--- src/inc/sce_map.svh ---
// Purpose: Register map, field positions and reset values of the serial
//          port control and event block.
// Assumes: APB with 32-bit data, one register per aligned word.
// Notes:   Control, enable, aux and status registers hold 16 bits in the low half; upper bits read zero. TX and RX data are 32-bit words.
// Functional notes
// - With module_on clear the unit is held reset, stops and gives no event.
// - With idle_halt set the unit freezes while the processor idles.
// - With serial_out_disable set the serial_out_pin driver is released.
// - Without audio, word length codes 1x, 01, 00 give 32, 16 and 8 bits.
// - As master, data is sampled at the end of the bit if sample_phase is 1.
// - As slave, data is always sampled in the middle of the bit.
// - In DSP/PCM format the left_right_clock follows frame_sync_width.
// - busy_event_enable gates transfer_active_flag onto the event.
// - rx_full_event_enable gates rx_full_flag onto the event.
// - tx_full_event_enable gates tx_full_flag onto the event.
`ifndef SCE_MAP_SVH
`define SCE_MAP_SVH

// ==========================================================
// Offsets
`define SCE_OFF_CTRL 8'h00
`define SCE_OFF_EVEN 8'h04
`define SCE_OFF_AUX 8'h08
`define SCE_OFF_STAT 8'h0C
`define SCE_OFF_TX 8'h10
`define SCE_OFF_RX 8'h14

// ==========================================================
// serial_control_low fields
`define SCE_B_ON 15
`define SCE_B_IDLE 13
`define SCE_B_SDOD 12
`define SCE_B_WUP 11
`define SCE_B_WLO 10
`define SCE_B_PHASE 9
`define SCE_B_CKE 8
`define SCE_B_CKP 6
`define SCE_B_MST 5

// ==========================================================
// Event enable and status fields share positions
`define SCE_B_FRM 12
`define SCE_B_BUSY 11
`define SCE_B_UDR 8
`define SCE_B_SHE 7
`define SCE_B_OVF 6
`define SCE_B_RXE 5
`define SCE_B_TXE 3
`define SCE_B_TXF 1
`define SCE_B_RXF 0

// ==========================================================
// Audio and clock setup fields
`define SCE_B_AUD 0
`define SCE_B_DSP 1
`define SCE_B_FSW 2
`define SCE_B_DIV 8

// ==========================================================
// Masks and reset values
`define SCE_MASK_CTRL 16'hBFFF
`define SCE_MASK_EVEN 16'h19EB
`define SCE_MASK_AUX 16'hFF07
`define SCE_MASK_W1C 16'h1140
`define SCE_RST 16'h0000

`endif

--- src/inc/sce_pkg.sv ---
// Purpose: Types shared by the serial port control block.
// Assumes: Nothing.
// Notes:   Constants live in sce_map.svh.
package sce_pkg;
   typedef enum logic [2:0]
   {
      ST_IDLE = 3'b001,
      ST_SHIFT = 3'b010,
      ST_STORE = 3'b100
   } sce_state_t;
endpackage

--- src/inc/sce_fifo_if.sv ---
// Purpose: Word stream between the block and its FIFOs.
// Assumes: Single clock.
// Notes:   Valid and ready on both sides.
`timescale 1ns/1ps
interface sce_fifo_if #(parameter int W = 32);
   logic [W-1:0] wdata;
   logic wvalid;
   logic wready;
   logic [W-1:0] rdata;
   logic rvalid;
   logic rready;
   modport fill (output wdata, output wvalid, input wready);
   modport drain (input rdata, input rvalid, output rready);
   modport fifo (input wdata, input wvalid, output wready,
                 output rdata, output rvalid, input rready);
endinterface

--- src/sce_fifo.sv ---
// Purpose: Small synchronous FIFO with registered read data.
// Assumes: DEPTH is a power of two, at least 2.
// Notes:   Flush empties it in one cycle.
`timescale 1ns/1ps
module sce_fifo #(parameter int WIDTH = 32, parameter int DEPTH = 8)
(
   input wire logic pclk,
   input wire logic presetn,
   input wire logic flush,
   sce_fifo_if.fifo q
);
   localparam int AW = $clog2(DEPTH);

   if (DEPTH < 2 || (1 << AW) != DEPTH || $bits(q.wdata) != WIDTH)
   begin : g_bad
      $error("sce_fifo: bad WIDTH or DEPTH");
   end

   logic [WIDTH-1:0] mem [DEPTH];
   logic [AW-1:0] wptr;
   logic [AW-1:0] rptr;
   logic [AW:0] count;

   wire push = q.wvalid & q.wready;
   wire pop = q.rvalid & q.rready;
   wire [AW-1:0] rptr_n = rptr + AW'(pop);
   wire [AW:0] next_count = count + (AW+1)'(push) - (AW+1)'(pop);

   assign q.wready = count != (AW+1)'(DEPTH);
   assign q.rvalid = count != '0;

   always_ff @(posedge pclk)
   begin
      if (push)
         mem[wptr] <= q.wdata;
   end

   // Head word is kept in a register, including a write to an empty FIFO
   always_ff @(posedge pclk or negedge presetn)
   begin
      if (!presetn)
      begin
         wptr <= '0;
         rptr <= '0;
         count <= '0;
         q.rdata <= '0;
      end
      else if (flush)
      begin
         wptr <= '0;
         rptr <= '0;
         count <= '0;
      end
      else
      begin
         wptr <= wptr + AW'(push);
         rptr <= rptr_n;
         count <= next_count;
         q.rdata <= (push && wptr == rptr_n) ? q.wdata : mem[rptr_n];
      end
   end
endmodule

--- src/sce_spi_ctrl.sv ---
// Purpose: Serial port with control word, event enables and data FIFOs.
// Assumes: Link pins arrive asynchronously to pclk.
// Notes:   Master clock is pclk divided; slave follows sampled sck_in.
//
// The register offsets and register access over APB were left to the implementer.
`timescale 1ns/1ps
`include "sce_map.svh"
module sce_spi_ctrl #(parameter int DEPTH = 8)
(
   input wire logic pclk,
   input wire logic presetn,
   input wire logic [7:0] paddr,
   input wire logic psel,
   input wire logic penable,
   input wire logic pwrite,
   input wire logic [31:0] pwdata,
   output logic [31:0] prdata,
   output logic pready,
   output logic pslverr,
   input wire logic cpu_idle,
   input wire logic sck_in,
   output logic sck_out,
   output logic sck_oe,
   input wire logic sdi,
   output logic serial_out_pin,
   output logic serial_out_oe,
   input wire logic slave_sel_n,
   output logic left_right_clock,
   output logic left_right_oe,
   output logic event_out
);
   if (DEPTH < 2)
   begin : g_bad
      $error("sce_spi_ctrl: DEPTH too small");
   end

   // ==========================================================
   // Width decoding
   // Data bits per word
   function automatic logic [5:0] word_bits(input logic up,
      input logic lo, input logic aud);
      if (!aud)
         word_bits = up ? 6'd32 : (lo ? 6'd16 : 6'd8);
      else if (up)
         word_bits = lo ? 6'd24 : 6'd32;
      else
         word_bits = 6'd16;
   endfunction

   // Bits shifted per channel
   function automatic logic [5:0] chan_bits(input logic up,
      input logic lo, input logic aud);
      if (aud && (up || lo))
         chan_bits = 6'd32;
      else
         chan_bits = word_bits(up, lo, aud);
   endfunction

   // ==========================================================
   // Registers and state
   logic [15:0] serial_control_low;
   logic [15:0] serial_event_enable_low;
   logic [15:0] serial_aux;
   logic ovf_flag;
   logic udr_flag;
   logic frm_flag;
   sce_pkg::sce_state_t state;
   logic [5:0] bit_cnt;
   logic half;
   logic pend;
   logic chan_sel;
   logic [7:0] div_cnt;
   logic [31:0] tx_sh;
   logic [31:0] rx_sh;
   logic sck_s1, sck_s2, sck_s3;
   logic sdi_s1, sdi_s2;
   logic ss_s1, ss_s2;

   sce_fifo_if #(.W(32)) txq ();
   sce_fifo_if #(.W(32)) rxq ();

   // ==========================================================
   // Configuration
   wire module_on = serial_control_low[`SCE_B_ON];
   wire master_mode = serial_control_low[`SCE_B_MST];
   wire audio_protocol_enable = serial_aux[`SCE_B_AUD];
   wire dsp_mode = serial_aux[`SCE_B_DSP];
   wire frame_sync_width = serial_aux[`SCE_B_FSW];
   wire clk_idle_high = serial_control_low[`SCE_B_CKP];
   wire cke_eff = serial_control_low[`SCE_B_CKE]
      & ~audio_protocol_enable;
   wire phase_end = master_mode
      & serial_control_low[`SCE_B_PHASE];
   wire halt = serial_control_low[`SCE_B_IDLE] & cpu_idle;
   wire run = module_on & ~halt;
   wire [5:0] wb = word_bits(serial_control_low[`SCE_B_WUP],
      serial_control_low[`SCE_B_WLO], audio_protocol_enable);
   wire [5:0] cb = chan_bits(serial_control_low[`SCE_B_WUP],
      serial_control_low[`SCE_B_WLO], audio_protocol_enable);
   wire [7:0] half_div = (serial_aux[15:8] == 8'h00) ? 8'h01
      : serial_aux[15:8];

   // ==========================================================
   // Shift engine control
   wire in_idle = state == sce_pkg::ST_IDLE;
   wire in_shift = state == sce_pkg::ST_SHIFT;
   wire in_store = state == sce_pkg::ST_STORE;
   wire tick = in_shift & run & master_mode & (div_cnt == 8'h00);
   wire m_samp = tick & (half ? phase_end : ~phase_end);
   wire m_end = tick & half;
   wire rise = sck_s2 & ~sck_s3;
   wire fall = ~sck_s2 & sck_s3;
   wire lead = clk_idle_high ? fall : rise;
   wire trail = clk_idle_high ? rise : fall;
   wire s_act = in_shift & run & ~master_mode;
   wire s_samp = s_act & (cke_eff ? trail : lead);
   wire s_move = s_act & (cke_eff ? lead : trail) & pend;
   wire samp = master_mode ? m_samp : s_samp;
   wire move = master_mode ? m_end : s_move;
   wire dec = master_mode ? m_end : s_samp;
   wire s_abort = s_act & ss_s2;
   wire start = in_idle & run
      & (master_mode ? txq.rvalid : ~ss_s2);
   wire [31:0] tx_load = txq.rvalid
      ? (txq.rdata << (6'd32 - wb)) : 32'h0000_0000;
   wire [31:0] rx_word = rx_sh >> (cb - wb);

   assign txq.rready = start;
   assign rxq.wvalid = in_store;
   assign rxq.wdata = rx_word;

   wire underrun_set = start & ~master_mode & ~txq.rvalid;
   wire overflow_set = in_store & ~rxq.wready;

   // ==========================================================
   // Status and event
   wire transfer_active_flag = ~in_idle;
   wire rx_full_flag = ~rxq.wready;
   wire tx_full_flag = ~txq.wready;
   wire [15:0] stat = {3'b000, frm_flag, transfer_active_flag,
      2'b00, udr_flag, in_idle, ovf_flag, ~rxq.rvalid, 1'b0,
      ~txq.rvalid, 1'b0, tx_full_flag, rx_full_flag};
   wire ev_any = |(stat & serial_event_enable_low);

   // ==========================================================
   // APB decode
   wire hit_ctrl = paddr == `SCE_OFF_CTRL;
   wire hit_even = paddr == `SCE_OFF_EVEN;
   wire hit_aux = paddr == `SCE_OFF_AUX;
   wire hit_stat = paddr == `SCE_OFF_STAT;
   wire hit_tx = paddr == `SCE_OFF_TX;
   wire hit_rx = paddr == `SCE_OFF_RX;
   wire mapped = hit_ctrl | hit_even | hit_aux | hit_stat
      | hit_tx | hit_rx;
   wire acc = psel & penable & ~pready;
   wire tx_wait = hit_tx & pwrite & ~txq.wready & module_on;
   wire done = acc & ~tx_wait;
   wire wr = done & pwrite;
   wire [15:0] w16 = pwdata[15:0];
   wire [15:0] clr = (wr & hit_stat) ? (w16 & `SCE_MASK_W1C)
      : `SCE_RST;
   wire [31:0] rd_mux =
      hit_ctrl ? {16'h0000, serial_control_low} :
      hit_even ? {16'h0000, serial_event_enable_low} :
      hit_aux ? {16'h0000, serial_aux} :
      hit_stat ? {16'h0000, stat} :
      (hit_rx & rxq.rvalid) ? rxq.rdata : 32'h0000_0000;

   assign txq.wvalid = wr & hit_tx & module_on;
   assign txq.wdata = pwdata;
   assign rxq.rready = done & ~pwrite & hit_rx;

   sce_fifo #(.WIDTH(32), .DEPTH(DEPTH)) u_txf
   (
      .pclk(pclk),
      .presetn(presetn),
      .flush(~module_on),
      .q(txq)
   );

   sce_fifo #(.WIDTH(32), .DEPTH(DEPTH)) u_rxf
   (
      .pclk(pclk),
      .presetn(presetn),
      .flush(~module_on),
      .q(rxq)
   );

   // ==========================================================
   // Pin synchronisers
   always_ff @(posedge pclk or negedge presetn)
   begin
      if (!presetn)
      begin
         {sck_s1, sck_s2, sck_s3} <= 3'h0;
         {sdi_s1, sdi_s2} <= 2'h0;
         {ss_s1, ss_s2} <= 2'h3;
      end
      else
      begin
         {sck_s1, sck_s2, sck_s3} <= {sck_in, sck_s1, sck_s2};
         {sdi_s1, sdi_s2} <= {sdi, sdi_s1};
         {ss_s1, ss_s2} <= {slave_sel_n, ss_s1};
      end
   end

   // ==========================================================
   // APB registers
   always_ff @(posedge pclk or negedge presetn)
   begin
      if (!presetn)
      begin
         serial_control_low <= `SCE_RST;
         serial_event_enable_low <= `SCE_RST;
         serial_aux <= `SCE_RST;
         pready <= 1'b0;
         pslverr <= 1'b0;
         prdata <= 32'h0000_0000;
      end
      else
      begin
         pready <= done;
         pslverr <= done & ~mapped;
         prdata <= (done & ~pwrite) ? rd_mux : 32'h0000_0000;
         if (wr & hit_ctrl)
            serial_control_low <= w16 & `SCE_MASK_CTRL;
         if (wr & hit_even)
            serial_event_enable_low <= w16 & `SCE_MASK_EVEN;
         if (wr & hit_aux)
            serial_aux <= w16 & `SCE_MASK_AUX;
      end
   end

   // Sticky error flags; a new error wins over a clear
   always_ff @(posedge pclk or negedge presetn)
   begin
      if (!presetn)
      begin
         ovf_flag <= 1'b0;
         udr_flag <= 1'b0;
         frm_flag <= 1'b0;
      end
      else if (!module_on)
      begin
         ovf_flag <= 1'b0;
         udr_flag <= 1'b0;
         frm_flag <= 1'b0;
      end
      else
      begin
         ovf_flag <= overflow_set | (ovf_flag & ~clr[`SCE_B_OVF]);
         udr_flag <= underrun_set | (udr_flag & ~clr[`SCE_B_UDR]);
         frm_flag <= s_abort | (frm_flag & ~clr[`SCE_B_FRM]);
      end
   end

   // ==========================================================
   // Shift engine
   always_ff @(posedge pclk or negedge presetn)
   begin
      if (!presetn)
      begin
         state <= sce_pkg::ST_IDLE;
         bit_cnt <= 6'd0;
         half <= 1'b0;
         pend <= 1'b0;
         chan_sel <= 1'b0;
         div_cnt <= 8'h00;
         tx_sh <= 32'h0000_0000;
         rx_sh <= 32'h0000_0000;
      end
      else if (!module_on)
      begin
         state <= sce_pkg::ST_IDLE;
         half <= 1'b0;
         pend <= 1'b0;
         chan_sel <= 1'b0;
      end
      else
      begin
         unique case (state)
            sce_pkg::ST_IDLE:
            begin
               if (start)
               begin
                  state <= sce_pkg::ST_SHIFT;
                  tx_sh <= tx_load;
                  rx_sh <= 32'h0000_0000;
                  bit_cnt <= cb;
                  half <= 1'b0;
                  pend <= 1'b0;
                  div_cnt <= half_div - 8'h01;
               end
            end
            sce_pkg::ST_SHIFT:
            begin
               if (tick)
                  div_cnt <= half_div - 8'h01;
               else if (run && master_mode)
                  div_cnt <= div_cnt - 8'h01;
               if (tick)
                  half <= ~half;
               if (samp)
                  rx_sh <= {rx_sh[30:0], sdi_s2};
               if (move)
                  tx_sh <= {tx_sh[30:0], 1'b0};
               if (s_samp)
                  pend <= 1'b1;
               else if (s_move)
                  pend <= 1'b0;
               if (dec)
                  bit_cnt <= bit_cnt - 6'd1;
               if (s_abort)
                  state <= sce_pkg::ST_IDLE;
               else if (dec && bit_cnt == 6'd1)
                  state <= sce_pkg::ST_STORE;
            end
            sce_pkg::ST_STORE:
            begin
               state <= sce_pkg::ST_IDLE;
               if (audio_protocol_enable)
                  chan_sel <= ~chan_sel;
            end
         endcase
      end
   end

   // ==========================================================
   // Pin drivers and event output
   wire sck_active = in_shift & master_mode & (cke_eff ? ~half : half);
   wire first_bit = in_shift & (bit_cnt == cb);
   wire lr_pulse = ~chan_sel & (frame_sync_width | first_bit);
   wire next_left_right_clock = dsp_mode ? lr_pulse : chan_sel;

   always_ff @(posedge pclk or negedge presetn)
   begin
      if (!presetn)
      begin
         sck_out <= 1'b0;
         sck_oe <= 1'b0;
         serial_out_pin <= 1'b0;
         serial_out_oe <= 1'b0;
         left_right_clock <= 1'b0;
         left_right_oe <= 1'b0;
         event_out <= 1'b0;
      end
      else
      begin
         sck_out <= clk_idle_high ^ sck_active;
         sck_oe <= module_on & master_mode;
         serial_out_pin <= tx_sh[31];
         serial_out_oe <= module_on
            & ~serial_control_low[`SCE_B_SDOD];
         left_right_clock <= module_on & master_mode
            & audio_protocol_enable & next_left_right_clock;
         left_right_oe <= module_on & master_mode & audio_protocol_enable;
         event_out <= module_on & ev_any;
      end
   end
endmodule

--- config.mk ---
export PLATFORM = sky130hd
export DESIGN_NAME = sce_spi_ctrl
export DESIGN_NICKNAME = d
export VERILOG_FILES = /design/src/inc/sce_pkg.sv /design/src/inc/sce_fifo_if.sv /design/src/sce_fifo.sv /design/src/sce_spi_ctrl.sv
export VERILOG_INCLUDE_DIRS = /design/src /design/src/inc
export SDC_FILE = /design/constraint.sdc
export NUM_CORES = 1
export LEC_CHECK = 0
export ABC_AREA = 1
export BUFFER_PORTS_ARGS = -buffer_cell sky130_fd_sc_hd__buf_2
export CELL_PAD_IN_SITES_DETAIL_PLACEMENT = 2
export CELL_PAD_IN_SITES_GLOBAL_PLACEMENT = 2
export CORE_ASPECT_RATIO = 0.8
export CORE_MARGIN = 5
export CORE_UTILIZATION = 33
export DETAILED_ROUTE_END_ITERATION = 12
export PLACE_DENSITY = 0.77
export SLEW_MARGIN = 20
export SYNTH_ARGS = -nofsm -noshare
export SYNTH_HDL_FRONTEND = slang
export SYNTH_SLANG_ARGS = --single-unit
--- constraint.sdc ---
create_clock -name pclk -period 9.4 [get_ports pclk]
set_input_delay 2.82 -clock pclk [delete_from_list [all_inputs] [get_ports pclk]]
set_output_delay 2.82 -clock pclk [all_outputs]
set_load 0.02 [all_outputs]
==> results of run 1 <==
[how the worst max path moves through the flow]
stage               startpoint                end  slack, ps  cells past startpoint
finish                cpu_idle  u_txf.q.rdata[24]       2570                     16
global route          cpu_idle  u_txf.q.rdata[24]       2240                     16
CTS                   paddr[7]  u_rxf.q.rdata[15]       2620                     15
detailed placement    paddr[7]   u_rxf.q.rdata[9]       1940                     15
global placement      cpu_idle  u_txf.q.rdata[22]       2230                     16
floorplan             paddr[1]    u_txf.mem[4][0]       2890                      7
[worst register-to-register path: stages (launching register included)]
cell and delay (ps):
sky130_fd_sc_hd__dfstp_2 580, sky130_fd_sc_hd__nand3_1 240, sky130_fd_sc_hd__nor3_1 290, sky130_fd_sc_hd__o21a_1 240, sky130_fd_sc_hd__inv_1 120, sky130_fd_sc_hd__nor2_1 280
sky130_fd_sc_hd__ha_4 550, sky130_fd_sc_hd__clkinv_2 710, sky130_fd_sc_hd__nand2_1 220, sky130_fd_sc_hd__nand4_1 120, sky130_fd_sc_hd__a21oi_1 160, sky130_fd_sc_hd__nand3_2 540
sky130_fd_sc_hd__buf_4 490, sky130_fd_sc_hd__o211ai_1 230, sky130_fd_sc_hd__o21ai_0 140
[routing by layer]
metal  track usage  routed length [um]  vias to the layer above  share of wire
li1              -                   -                    11418              -
met1         0.299               54000                    13465           0.46
met5             0                  41                        -        0.00035
met3        0.0327                6110                      162          0.053
met4        0.0553                2780                        8          0.024
met2         0.330               53400                      632           0.46
[synthesized netlist by cell type (2+ instances only)]
cell type                  count
sky130_fd_sc_hd__xnor2_1       7
sky130_fd_sc_hd__buf_4         4
sky130_fd_sc_hd__o21ai_1      47
sky130_fd_sc_hd__buf_2        50
sky130_fd_sc_hd__ha_1         25
sky130_fd_sc_hd__edfxtp_1    512
sky130_fd_sc_hd__inv_2         9
sky130_fd_sc_hd__nand2_1     697
sky130_fd_sc_hd__nor3_1       17
sky130_fd_sc_hd__a22oi_1      12
sky130_fd_sc_hd__nor2_4        2
sky130_fd_sc_hd__nand3b_1     96
sky130_fd_sc_hd__o211ai_1     46
sky130_fd_sc_hd__a21o_1        2
sky130_fd_sc_hd__nand3_1     573
sky130_fd_sc_hd__o31ai_1       5
sky130_fd_sc_hd__a221oi_1      5
sky130_fd_sc_hd__nor3_2        2
sky130_fd_sc_hd__o21a_1        3
sky130_fd_sc_hd__clkbuf_1    124
sky130_fd_sc_hd__buf_1        17
sky130_fd_sc_hd__inv_1       373
sky130_fd_sc_hd__a32o_1        2
sky130_fd_sc_hd__mux2_2        2
sky130_fd_sc_hd__o22ai_1      28
sky130_fd_sc_hd__or2_2         3
sky130_fd_sc_hd__a21oi_1      78
sky130_fd_sc_hd__nand4_1       5
sky130_fd_sc_hd__nor2_1      121
sky130_fd_sc_hd__fa_1          2
sky130_fd_sc_hd__o21ai_0     162
sky130_fd_sc_hd__nor3b_1      14
sky130_fd_sc_hd__a31oi_1       5
sky130_fd_sc_hd__nor2_2        3
sky130_fd_sc_hd__dfstp_2       3
sky130_fd_sc_hd__dfrtp_1     251
sky130_fd_sc_hd__xor2_1       14
[final cells by class]
class	count	area, sq um
tap	1337	1670
inverter	383	1440
clock buffer	112	2390
timing repair buffer	134	806
antenna	3	7.51
fill	10863	63500
multi-input combinational	1997	10100
clock inverter	47	656
sequential	766	21700
[registers in the layout, indices dropped and copies added (netlist names), 9 cells and up]
register,flops
rx_sh,32
u_txf.q.rdata,32
u_rxf.mem,256
tx_sh,32
serial_aux,11
serial_control_low,15
u_txf.mem,256
serial_event_enable_low,9
u_rxf.q.rdata,32
prdata,32
[power groups by stage]
stage	logic [uW]	clock network, uW	registers [uW]
after floorplan	179	0	3840
after global placement	334	0	3890
after detailed placement	351	0	3890
after CTS	358	3740	3820
after global routing	396	3890	3830
final	356	3670	3830
[cells by family after synthesis]
group | Yosys count | synth area share
mux | 2 | 0.000663
compound gates | 405 | 0.0681
fa+ha+maj | 27 | 0.0104
xor+xnor | 22 | 0.00623
buf+inv | 579 | 0.0665
simple gates | 1541 | 0.208
flops | 766 | 0.640
[stage by stage]
step                total power (uW)   util
floorplan                       4020      -
global placement                4220  0.350
detailed placement              4240  0.350
CTS                             7930  0.379
global route                    8120  0.380
finish                          7850  0.380
==> load_flow_metrics.sql, run 1 <==
INSERT INTO impl_metrics (metric_group, metric, value, unit) VALUES
('run_status', 'result_of_the_run', 'completed', ''),
('sta', 'post-route-worst-setup-slack', '2570', 'ps'),
('yosys', 'syn-instance-count', '3342', ''),
('place', 'hpwl', '69400', 'um'),
('sta', 'final_count_of_pins_violating_max_slew', '0', ''),
('worst_setup_path', 'crit_path_frequent_cell', 'sky130_fd_sc_hd__nand2_1', ''),
('yosys', 'syn_nets', '3418', ''),
('sta', 'grt_setup_unrepaired', 'no', ''),
('cts', 'cts_buffer_depth', '3', ''),
('worst_setup_path', 'critPathLaunchType', 'primary input', ''),
('worst_setup_path', 'timing.reg2reg.worst_path_depth', '14', ''),
('power_and_ir_drop', 'power_density', '202', 'nW/um^2'),
('worst_setup_path', 'top_fanout_value_on_the_critical_path', '49', ''),
('cts', 'tritoncts_clock_tree', 'yes', ''),
('sta', 'min_period_over_period', '0.727', ''),
('routing', 'route.antenna.remaining_nets', '0', ''),
('sta', 'fmax', '146', 'MHz'),
('sta', 'fin_tns_setup', '0', 'ps'),
('yosys', 'synth.largest_area_cell', 'sky130_fd_sc_hd__edfxtp_1', ''),
('floorplan', 'floorplan.rows', '105', ''),
('worst_setup_path', 'cp.required', '9870', 'ps'),
('sta', 'timing_worst_slew_pin_value', '1120', 'ps'),
('yosys', 'post_synth.cell_area_avg', '10.2', 'sq um'),
('place', 'place.port_buffers', '89', ''),
('cts', 'post-cts-setup-buffer-count', '0', ''),
('yosys', 'ys_top_cells_by_area', 'sky130_fd_sc_hd__edfxtp_1 (45%), sky130_fd_sc_hd__dfrtp_1 (18%), sky130_fd_sc_hd__nand3_1 (8.4%)', ''),
('worst_setup_path', 'critPathCaptureType', 'register', ''),
('grt', 'grt.total_usage', '0.208', ''),
('place', 'place_worst_setup_slack', '1940', 'ps'),
('floorplan', 'initial_utilization', '0.332', ''),
('worst_setup_path', 'cp_slowest_stage_delay', '680', 'ps'),
('routing', 'number_of_drc_markers_in_iteration_0', '2127', ''),
('finish', 'fin_cells', '4779', ''),
('worst_setup_path', 'setup.reg_to_reg.worst_slack', '4310', 'ps'),
('finish', 'layout-drive-gt1-share', '0.0980', ''),
('cts', 'clock_tree.htree_level_count', '3', ''),
('power_and_ir_drop', 'switching_share', '0.233', ''),
('routing', 'detail_route.first_pass.iterations', '5', ''),
('floorplan', 'core_area', '102000', 'sq um'),
('cts', 'cts_hold_buffers', '0', ''),
('power_and_ir_drop', 'internal_power', '6020', 'uW'),
('finish', 'nets', '3443', ''),
('grt', 'antenna_found_initial', '8', ''),
('finish', 'most-common-layout-cells', 'sky130_fd_sc_hd__nand2_1 (697), sky130_fd_sc_hd__nand3_1 (572), sky130_fd_sc_hd__edfxtp_1 (512)', ''),
('routing', 'drc', '0', ''),
('floorplan', 'design.portCount', '90', ''),
('power_and_ir_drop', 'combPwrFrac', '0.045', ''),
('grt', 'grt_first_pass_wirelength', '177000', 'um'),
('hold_path', 'hold_path_class', 'register to register', ''),
('sta', 'whs', '352', 'ps'),
('sta', 'period_minus_slack', '6830', 'ps'),
('cts', 'insertion_delay', '650', 'ps'),
('worst_setup_path', 'slowest_stage', 'sky130_fd_sc_hd__clkinv_2', ''),
('power_and_ir_drop', 'share_clk_of_total_power', '0.467', ''),
('sta', 'finClkSkew', '28.2', 'ps'),
('power_and_ir_drop', 'power.static_leakage', '0.0157', 'uW'),
('hold_path', 'worst_hold_path_cell_count', '0', ''),
('grt', 'number_of_global_route_vias_before_repair', '27765', ''),
('floorplan', 'die_w', '369', 'um'),
('finish', 'area_growth_syn_to_layout', '14.4', '%'),
('routing', 'drt-wirelength-per-cell', '24.3', 'um'),
('power_and_ir_drop', 'pwr-share-seq', '0.487', ''),
('floorplan', 'die_height', '297', 'um'),
('sta', 'timing.slew.headroom', '0.254', ''),
('routing', 'total_via_count_after_detailed_routing', '25685', ''),
('finish', 'final_common_cell', 'sky130_fd_sc_hd__nand2_1', ''),
('grt', 'grt.overflow.total', '0', ''),
('sta', 'timing_hold_violations_final', '0', ''),
('power_and_ir_drop', 'ir_drop', '0.112', 'mV'),
('flow_run', 'max_cap_violations', '0', ''),
('worst_setup_path', 'critPathTopFamily', 'simple AND/OR/NAND/NOR gates', '');
No activity file was read; power rests on OpenSTA's default activity.
==> run 2: changes to the inputs <==
--- a/config.mk
+++ b/config.mk
@@ -14,7 +14,7 @@
 export CORE_MARGIN = 5
 export CORE_UTILIZATION = 33
 export DETAILED_ROUTE_END_ITERATION = 12
-export PLACE_DENSITY = 0.77
+export PLACE_DENSITY = 0.79
 export SLEW_MARGIN = 20
 export SYNTH_ARGS = -nofsm -noshare
 export SYNTH_HDL_FRONTEND = slang
==> constraint.sdc (replaced) <==
create_clock -name pclk -period 5.8 [get_ports pclk]
set_input_delay 1.74 -clock pclk [delete_from_list [all_inputs] [get_ports pclk]]
set_output_delay 1.74 -clock pclk [all_outputs]
set_load 0.02 [all_outputs]
==> load_flow_metrics.sql, run 2 (synthesis results as in run 1) <==
INSERT INTO impl_metrics (metric_group, metric, value, unit) VALUES
('power_and_ir_drop', 'pwr-share-seq', '0.497', ''),
('cts', 'tritoncts.num_buffers', '85', ''),
('finish', 'layout-drive-gt1-share', '0.100', ''),
('sta', 'whs', '357', 'ps'),
('floorplan', 'die-area', '109000', 'sq um'),
('grt', 'grt_first_pass_wirelength', '179000', 'um'),
('floorplan', 'core_area', '102000', 'sq um'),
('routing', 'number_of_drc_markers_in_iteration_0', '2133', ''),
('cts', 'cts_buffer_depth', '3', ''),
('routing', 'drc', '0', ''),
('cts', 'cts_hold_buffers', '0', ''),
('grt', 'antenna_found_initial', '7', ''),
('worst_setup_path', 'worstPathArrival', '5050', 'ps'),
('finish', 'nets', '3460', ''),
('worst_setup_path', 'critPathLaunchType', 'primary input', ''),
('sta', 'finClkSkew', '24.9', 'ps'),
('finish', 'most-common-layout-cells', 'sky130_fd_sc_hd__nand2_1 (697), sky130_fd_sc_hd__nand3_1 (572), sky130_fd_sc_hd__edfxtp_1 (512)', ''),
('sta', 'timing_worst_slew_pin_value', '1120', 'ps'),
('worst_setup_path', 'critical_path.reg2reg.startpoint', 'serial_control_low[11]', ''),
('worst_setup_path', 'cp.required', '6260', 'ps'),
('place', 'hpwl', '71400', 'um'),
('floorplan', 'initial_utilization', '0.332', ''),
('routing', 'detail_route.first_pass.iterations', '5', ''),
('worst_setup_path', 'crit_path_cell_chain', 'buf_2, nand2_1, nand2_1, nor3_1, o21a_1, inv_1, nor2_1, ha_4, ha_2, inv_2, nand2_1, nand4_1, a21oi_1, nand3_2, buf_12, nand3_1, o211ai_1, o21ai_0', ''),
('power_and_ir_drop', 'power.switching', '2960', 'uW'),
('cts', 'clkTransAtPathRegs', '60', 'ps'),
('sta', 'timing.slew.headroom', '0.252', ''),
('cts', 'clock_tree.htree_level_count', '3', ''),
('sta', 'min_period_over_period', '0.791', ''),
('sta', 'fmax', '218', 'MHz'),
('sta', 'grt_setup_unrepaired', 'no', ''),
('floorplan', 'design.portCount', '90', ''),
('power_and_ir_drop', 'power.static_leakage', '0.0158', 'uW'),
('sta', 'period_minus_slack', '4590', 'ps'),
('cts', 'insertion_delay', '650', 'ps'),
('grt', 'grt.overflow.total', '0', ''),
('power_and_ir_drop', 'share_clk_of_total_power', '0.456', ''),
('routing', 'routed_via_density', '5.39', ''),
('worst_setup_path', 'timing.setup.critical_path_class', 'primary input to register', ''),
('cts', 'tritoncts_clock_tree', 'yes', ''),
('finish', 'final_common_cell', 'sky130_fd_sc_hd__nand2_1', ''),
('worst_setup_path', 'slowest_stage', 'sky130_fd_sc_hd__inv_2', ''),
('grt', 'number_of_global_route_vias_before_repair', '28170', ''),
('power_and_ir_drop', 'switching_share', '0.237', ''),
('floorplan', 'die_w', '369', 'um'),
('hold_path', 'worstHoldStart', 'sdi_s1', ''),
('place', 'place.port_buffers', '89', ''),
('cts', 'ctsResizeCount', '0', ''),
('worst_setup_path', 'crit_path_frequent_cell', 'sky130_fd_sc_hd__nand2_1', ''),
('routing', 'total_via_count_after_detailed_routing', '25858', ''),
('worst_setup_path', 'critPathCaptureType', 'register', ''),
('worst_setup_path', 'rr_endpoint', 'tx_sh[11]', ''),
('hold_path', 'worst_hold_path_cell_count', '0', ''),
('sta', 'timing_hold_violations_final', '0', ''),
('power_and_ir_drop', 'power_density', '320', 'nW/um^2'),
('routing', 'route.antenna.remaining_nets', '0', ''),
('cts', 'cts_root_buffer', 'sky130_fd_sc_hd__clkbuf_16', ''),
('flow_run', 'max_cap_violations', '0', ''),
('sta', 'final_count_of_pins_violating_max_slew', '0', ''),
('cts', 'post-cts-setup-buffer-count', '0', ''),
('sta', 'final-setup-viol-count', '0', ''),
('power_and_ir_drop', 'combPwrFrac', '0.047', ''),
('routing', 'postRouteWirelength', '119000', 'um'),
('run_status', 'result_of_the_run', 'completed', ''),
('floorplan', 'die_height', '297', 'um'),
('worst_setup_path', 'cp_slowest_stage_delay', '300', 'ps'),
('power_and_ir_drop', 'internal_power', '9530', 'uW'),
('power_and_ir_drop', 'ir_drop', '0.201', 'mV'),
('worst_setup_path', 'timing.reg2reg.worst_path_depth', '13', ''),
('grt', 'grt.total_usage', '0.212', ''),
('cts', 'cts_num_sinks', '766', ''),
('power_and_ir_drop', 'p_total', '12500', 'uW'),
('worst_setup_path', 'top_fanout_value_on_the_critical_path', '63', ''),
('place', 'gpl.final_weighted_congestion', '0.811', ''),
('finish', 'largest_registers', 'u_rxf.mem: 256 flops, u_txf.mem: 256 flops', ''),
('hold_path', 'hold_path_class', 'register to register', ''),
('sta', 'fin_tns_setup', '0', 'ps'),
('hold_path', 'hold-path-endpoint', 'sdi_s2', ''),
('finish', 'area_growth_syn_to_layout', '14.7', '%'),
('routing', 'drt-wirelength-per-cell', '24.8', 'um'),
('floorplan', 'floorplan.rows', '105', ''),
('grt', 'largest_net_degree_at_the_start_of_global_routing', '130', ''),
('worst_setup_path', 'setup.reg_to_reg.worst_slack', '1680', 'ps');
## run 2: final cells by class
cell class	count	area, sq um
diodes	4	10.0
clock buffers	113	2420
clock inverters	46	492
fillers	10742	63400
inverters	383	1440
multi-input cells	1997	10100
flip-flops and latches	766	21700
well taps	1337	1670
repair buffers	151	1060
## run 2: power groups by stage
stage	Clock, uW	Combinational, uW	Sequential, uW
2_1_floorplan	0	291	6220
3_3_place_gp	0	542	6300
3_5_place_dp	0	580	6310
4_1_cts	5810	591	6200
5_1_grt	6030	651	6220
6_report	5690	590	6210
## run 2: how the worst max path moves through the flow
stage / from / endpoint / slack, ps / cells after the start
2_1_floorplan: paddr[1] / u_txf.mem[4][0] / 370 / 7
3_3_place_gp: cpu_idle / u_txf.q.rdata[26] / 960 / 18
3_5_place_dp: cpu_idle / u_txf.q.rdata[0] / 700 / 18
4_1_cts: cpu_idle / u_txf.q.rdata[0] / 1290 / 18
5_1_grt: cpu_idle / u_txf.q.rdata[0] / 1080 / 18
6_report: cpu_idle / u_txf.q.rdata[0] / 1210 / 18
## run 2: through the flow
stage | utilization | cells | worst slack (ps) | area (sq um)
final | 0.381 | 4797 | 1210 | 39000
after global routing | 0.381 | 4795 | 1080 | 39000
after CTS | 0.381 | 4793 | 1290 | 38900
after detailed placement | 0.352 | 4634 | 705 | 36000
after global placement | 0.352 | 4634 | 962 | 36000
after floorplan | - | 3342 | 367 | 34000
## run 2: critical path: cells and delay by family
family | cells | cell delay (ps)
adders and majority gates | 2 | 460
AOI/OAI and AO/OA | 4 | 640
buffers and inverters | 4 | 820
and+or+nand+nor | 8 | 1320
## run 2: metal layers
layer / track usage / share of wire / vias to the layer above
li1: - / - / 11452
met1: 0.287 / 0.44 / 13504
met2: 0.350 / 0.47 / 709
met3: 0.0401 / 0.061 / 189
met4: 0.0559 / 0.025 / 4
met5: 0 / 0.00021 / -
==> run 3: changes to the inputs <==
==> constraint.sdc (replaced) <==
create_clock -name pclk -period 3.87 [get_ports pclk]
set_input_delay 1.161 -clock pclk [delete_from_list [all_inputs] [get_ports pclk]]
set_output_delay 1.161 -clock pclk [all_outputs]
set_load 0.02 [all_outputs]
==> load_flow_metrics.sql, run 3 (synthesis results as in run 1) <==
INSERT INTO impl_metrics (metric_group, metric, value, unit) VALUES
('grt', 'grt.total_usage', '0.217', ''),
('finish', 'layout-drive-gt1-share', '0.114', ''),
('finish', 'layout_fillers', '10761', ''),
('sta', 'fin_tns_setup', '0', 'ps'),
('cts', 'insertion_delay', '660', 'ps'),
('routing', 'detail_route.first_pass.iterations', '5', ''),
('routing', 'number_of_drc_markers_in_iteration_0', '2079', ''),
('floorplan', 'core_area', '102000', 'sq um'),
('grt', 'global_route.usage.met2', '0.354', ''),
('sta', 'period_minus_slack', '3520', 'ps'),
('cts', 'clkTransAtPathRegs', '70', 'ps'),
('floorplan', 'initial_utilization', '0.332', ''),
('power_and_ir_drop', 'share_clk_of_total_power', '0.457', ''),
('floorplan', 'die_w', '369', 'um'),
('finish', 'most-common-layout-cells', 'sky130_fd_sc_hd__nand2_1 (697), sky130_fd_sc_hd__nand3_1 (572), sky130_fd_sc_hd__edfxtp_1 (512)', ''),
('sta', 'final_count_of_pins_violating_max_slew', '0', ''),
('routing', 'drc', '0', ''),
('floorplan', 'die-area', '109000', 'sq um'),
('sta', 'whs', '352', 'ps'),
('flow_run', 'max_cap_violations', '0', ''),
('power_and_ir_drop', 'combPwrFrac', '0.050', ''),
('worst_setup_path', 'cp.required', '4360', 'ps'),
('grt', 'grt-busiest-layer', 'met2', ''),
('power_and_ir_drop', 'ir_drop', '0.312', 'mV'),
('grt', 'grt.overflow.total', '0', ''),
('power_and_ir_drop', 'power.static_leakage', '0.0162', 'uW'),
('power_and_ir_drop', 'internal_power', '14400', 'uW'),
('sta', 'timing_hold_violations_final', '0', ''),
('finish', 'largest_registers', 'u_rxf.mem: 256 flops, u_txf.mem: 256 flops', ''),
('routing', 'routed_via_density', '5.42', ''),
('sta', 'timing_worst_slew_pin_value', '904', 'ps'),
('cts', 'post-cts-setup-buffer-count', '0', ''),
('place', 'place.port_buffers', '89', ''),
('cts', 'clock_tree.htree_level_count', '3', ''),
('finish', 'area_growth_syn_to_layout', '17.3', '%'),
('power_and_ir_drop', 'power_density', '473', 'nW/um^2'),
('worst_setup_path', 'timing.setup.critical_path_class', 'register to register', ''),
('power_and_ir_drop', 'power.switching', '4490', 'uW'),
('worst_setup_path', 'critPathCaptureType', 'register', ''),
('sta', 'finClkSkew', '36.6', 'ps'),
('routing', 'route.antenna.remaining_nets', '0', ''),
('finish', 'final_core_utilization', '0.389', ''),
('floorplan', 'floorplan.rows', '105', ''),
('routing', 'total_via_count_after_detailed_routing', '26359', ''),
('hold_path', 'hold_path_class', 'register to register', ''),
('finish', 'nets', '3522', ''),
('worst_setup_path', 'worstPathArrival', '4010', 'ps'),
('finish', 'final_common_cell', 'sky130_fd_sc_hd__nand2_1', ''),
('worst_setup_path', 'critPathLaunchType', 'register', ''),
('grt', 'number_of_global_route_vias_before_repair', '29213', ''),
('sta', 'grt_setup_unrepaired', 'no', ''),
('grt', 'grt_use_met1', '0.292', ''),
('grt', 'grt_first_pass_wirelength', '184000', 'um'),
('cts', 'tritoncts_clock_tree', 'yes', ''),
('routing', 'postRouteWirelength', '121000', 'um'),
('grt', 'met3_global_route_usage', '0.0405', ''),
('sta', 'min_period_over_period', '0.909', ''),
('cts', 'ctsResizeCount', '0', ''),
('routing', 'drt-wirelength-per-cell', '25.0', 'um'),
('cts', 'cts_root_buffer', 'sky130_fd_sc_hd__clkbuf_16', ''),
('worst_setup_path', 'top_fanout_value_on_the_critical_path', '26', ''),
('sta', 'timing.slew.headroom', '0.398', ''),
('floorplan', 'design.portCount', '90', ''),
('place', 'hpwl', '73800', 'um'),
('floorplan', 'die_height', '297', 'um'),
('sta', 'fmax', '284', 'MHz'),
('cts', 'cts_buffer_depth', '3', ''),
('power_and_ir_drop', 'switching_share', '0.238', ''),
('grt', 'largest_net_degree_at_the_start_of_global_routing', '141', ''),
('place', 'gpl.final_weighted_congestion', '0.805', ''),
('grt', 'antenna_found_initial', '11', ''),
('cts', 'cts_hold_buffers', '0', ''),
('sta', 'final-setup-viol-count', '0', ''),
('cts', 'cts_num_sinks', '766', ''),
('run_status', 'result_of_the_run', 'completed', ''),
('cts', 'tritoncts.num_buffers', '86', ''),
('power_and_ir_drop', 'pwr-share-seq', '0.494', '');
## run 3: cell types whose count changed in the layout (fill, tap and decap cells not counted), sizes merged
| cell | before | now |
|---|---|---|
| buf | 151 | 212 |
| clkinvlp | 6 | 2 |
| bufinv | 9 | 12 |
| inv | 384 | 387 |
| clkinv | 30 | 32 |
| clkbuf | 113 | 112 |
| diode | 4 | 5 |
## run 3: layout make-up
type                    count  area [sq um]  share of cell area
diodes                      5          12.5            0.000314
clock buffers             112          2320              0.0582
clock inverters            50           606              0.0152
inverters                 383          1440              0.0361
multi-input cells        1997         10200               0.256
flip-flops and latches    766         21700               0.545
well taps                1337          1670              0.0420
repair buffers            212          1870              0.0468
## run 3: path summary, 6_finish.rpt
kind | startpoint | slack, ps | cells after the start | end
worst min register to register | sdi_s1 | 350 | 0 | sdi_s2
worst max-delay path | state[0] | 350 | 17 | u_txf.q.rdata[5]
min in group asynchronous | presetn | 560 | 1 | pslverr
worst max register to register | state[0] | 350 | 17 | u_txf.q.rdata[5]
max in group asynchronous | presetn | 2420 | 2 | u_txf.q.rdata[31]
worst min-delay path | sdi_s1 | 350 | 0 | sdi_s2
## run 3: per-stage QoR
step           cells  worst slack, ps  total power (uW)  area, sq um
4_1_cts         4857              407             19000        39800
3_5_place_dp    4695             -148             10400        36900
3_3_place_gp    4695             87.0             10300        36900
5_1_grt         4858              153             19500        39800
6_report        4862              350             18900        39900
2_1_floorplan   3342            -55.9              9760        34000
## run 3: routing by layer
layer	part of all wire	vias up	routed length (um)
met5	0.00032	-	39
met4	0.034	6	4080
met3	0.060	237	7310
met2	0.47	778	56900
met1	0.44	13747	53200
li1	-	11591	-
## run 3: power by group through the flow
stage	clock [uW]	combinational [uW]	sequential [uW]
3_5_place_dp	0	922	9450
5_1_grt	9140	1030	9320
2_1_floorplan	0	435	9320
3_3_place_gp	0	865	9440
4_1_cts	8790	939	9300
6_report	8610	939	9310
## run 3: critical path: stages (launching register included)
cell and delay (ps):
sky130_fd_sc_hd__dfstp_2 580, sky130_fd_sc_hd__nand3_1 270, sky130_fd_sc_hd__nor3_1 310, sky130_fd_sc_hd__o21a_1 190, sky130_fd_sc_hd__inv_1 60, sky130_fd_sc_hd__nor2_1 90, sky130_fd_sc_hd__buf_4 140, sky130_fd_sc_hd__ha_4 120
sky130_fd_sc_hd__ha_2 290, sky130_fd_sc_hd__inv_2 90, sky130_fd_sc_hd__nand2_1 60, sky130_fd_sc_hd__nand4_1 120, sky130_fd_sc_hd__a21oi_1 70, sky130_fd_sc_hd__nand3_2 160, sky130_fd_sc_hd__buf_4 340, sky130_fd_sc_hd__nand3_1 140
sky130_fd_sc_hd__o211ai_1 140, sky130_fd_sc_hd__o21ai_0 170
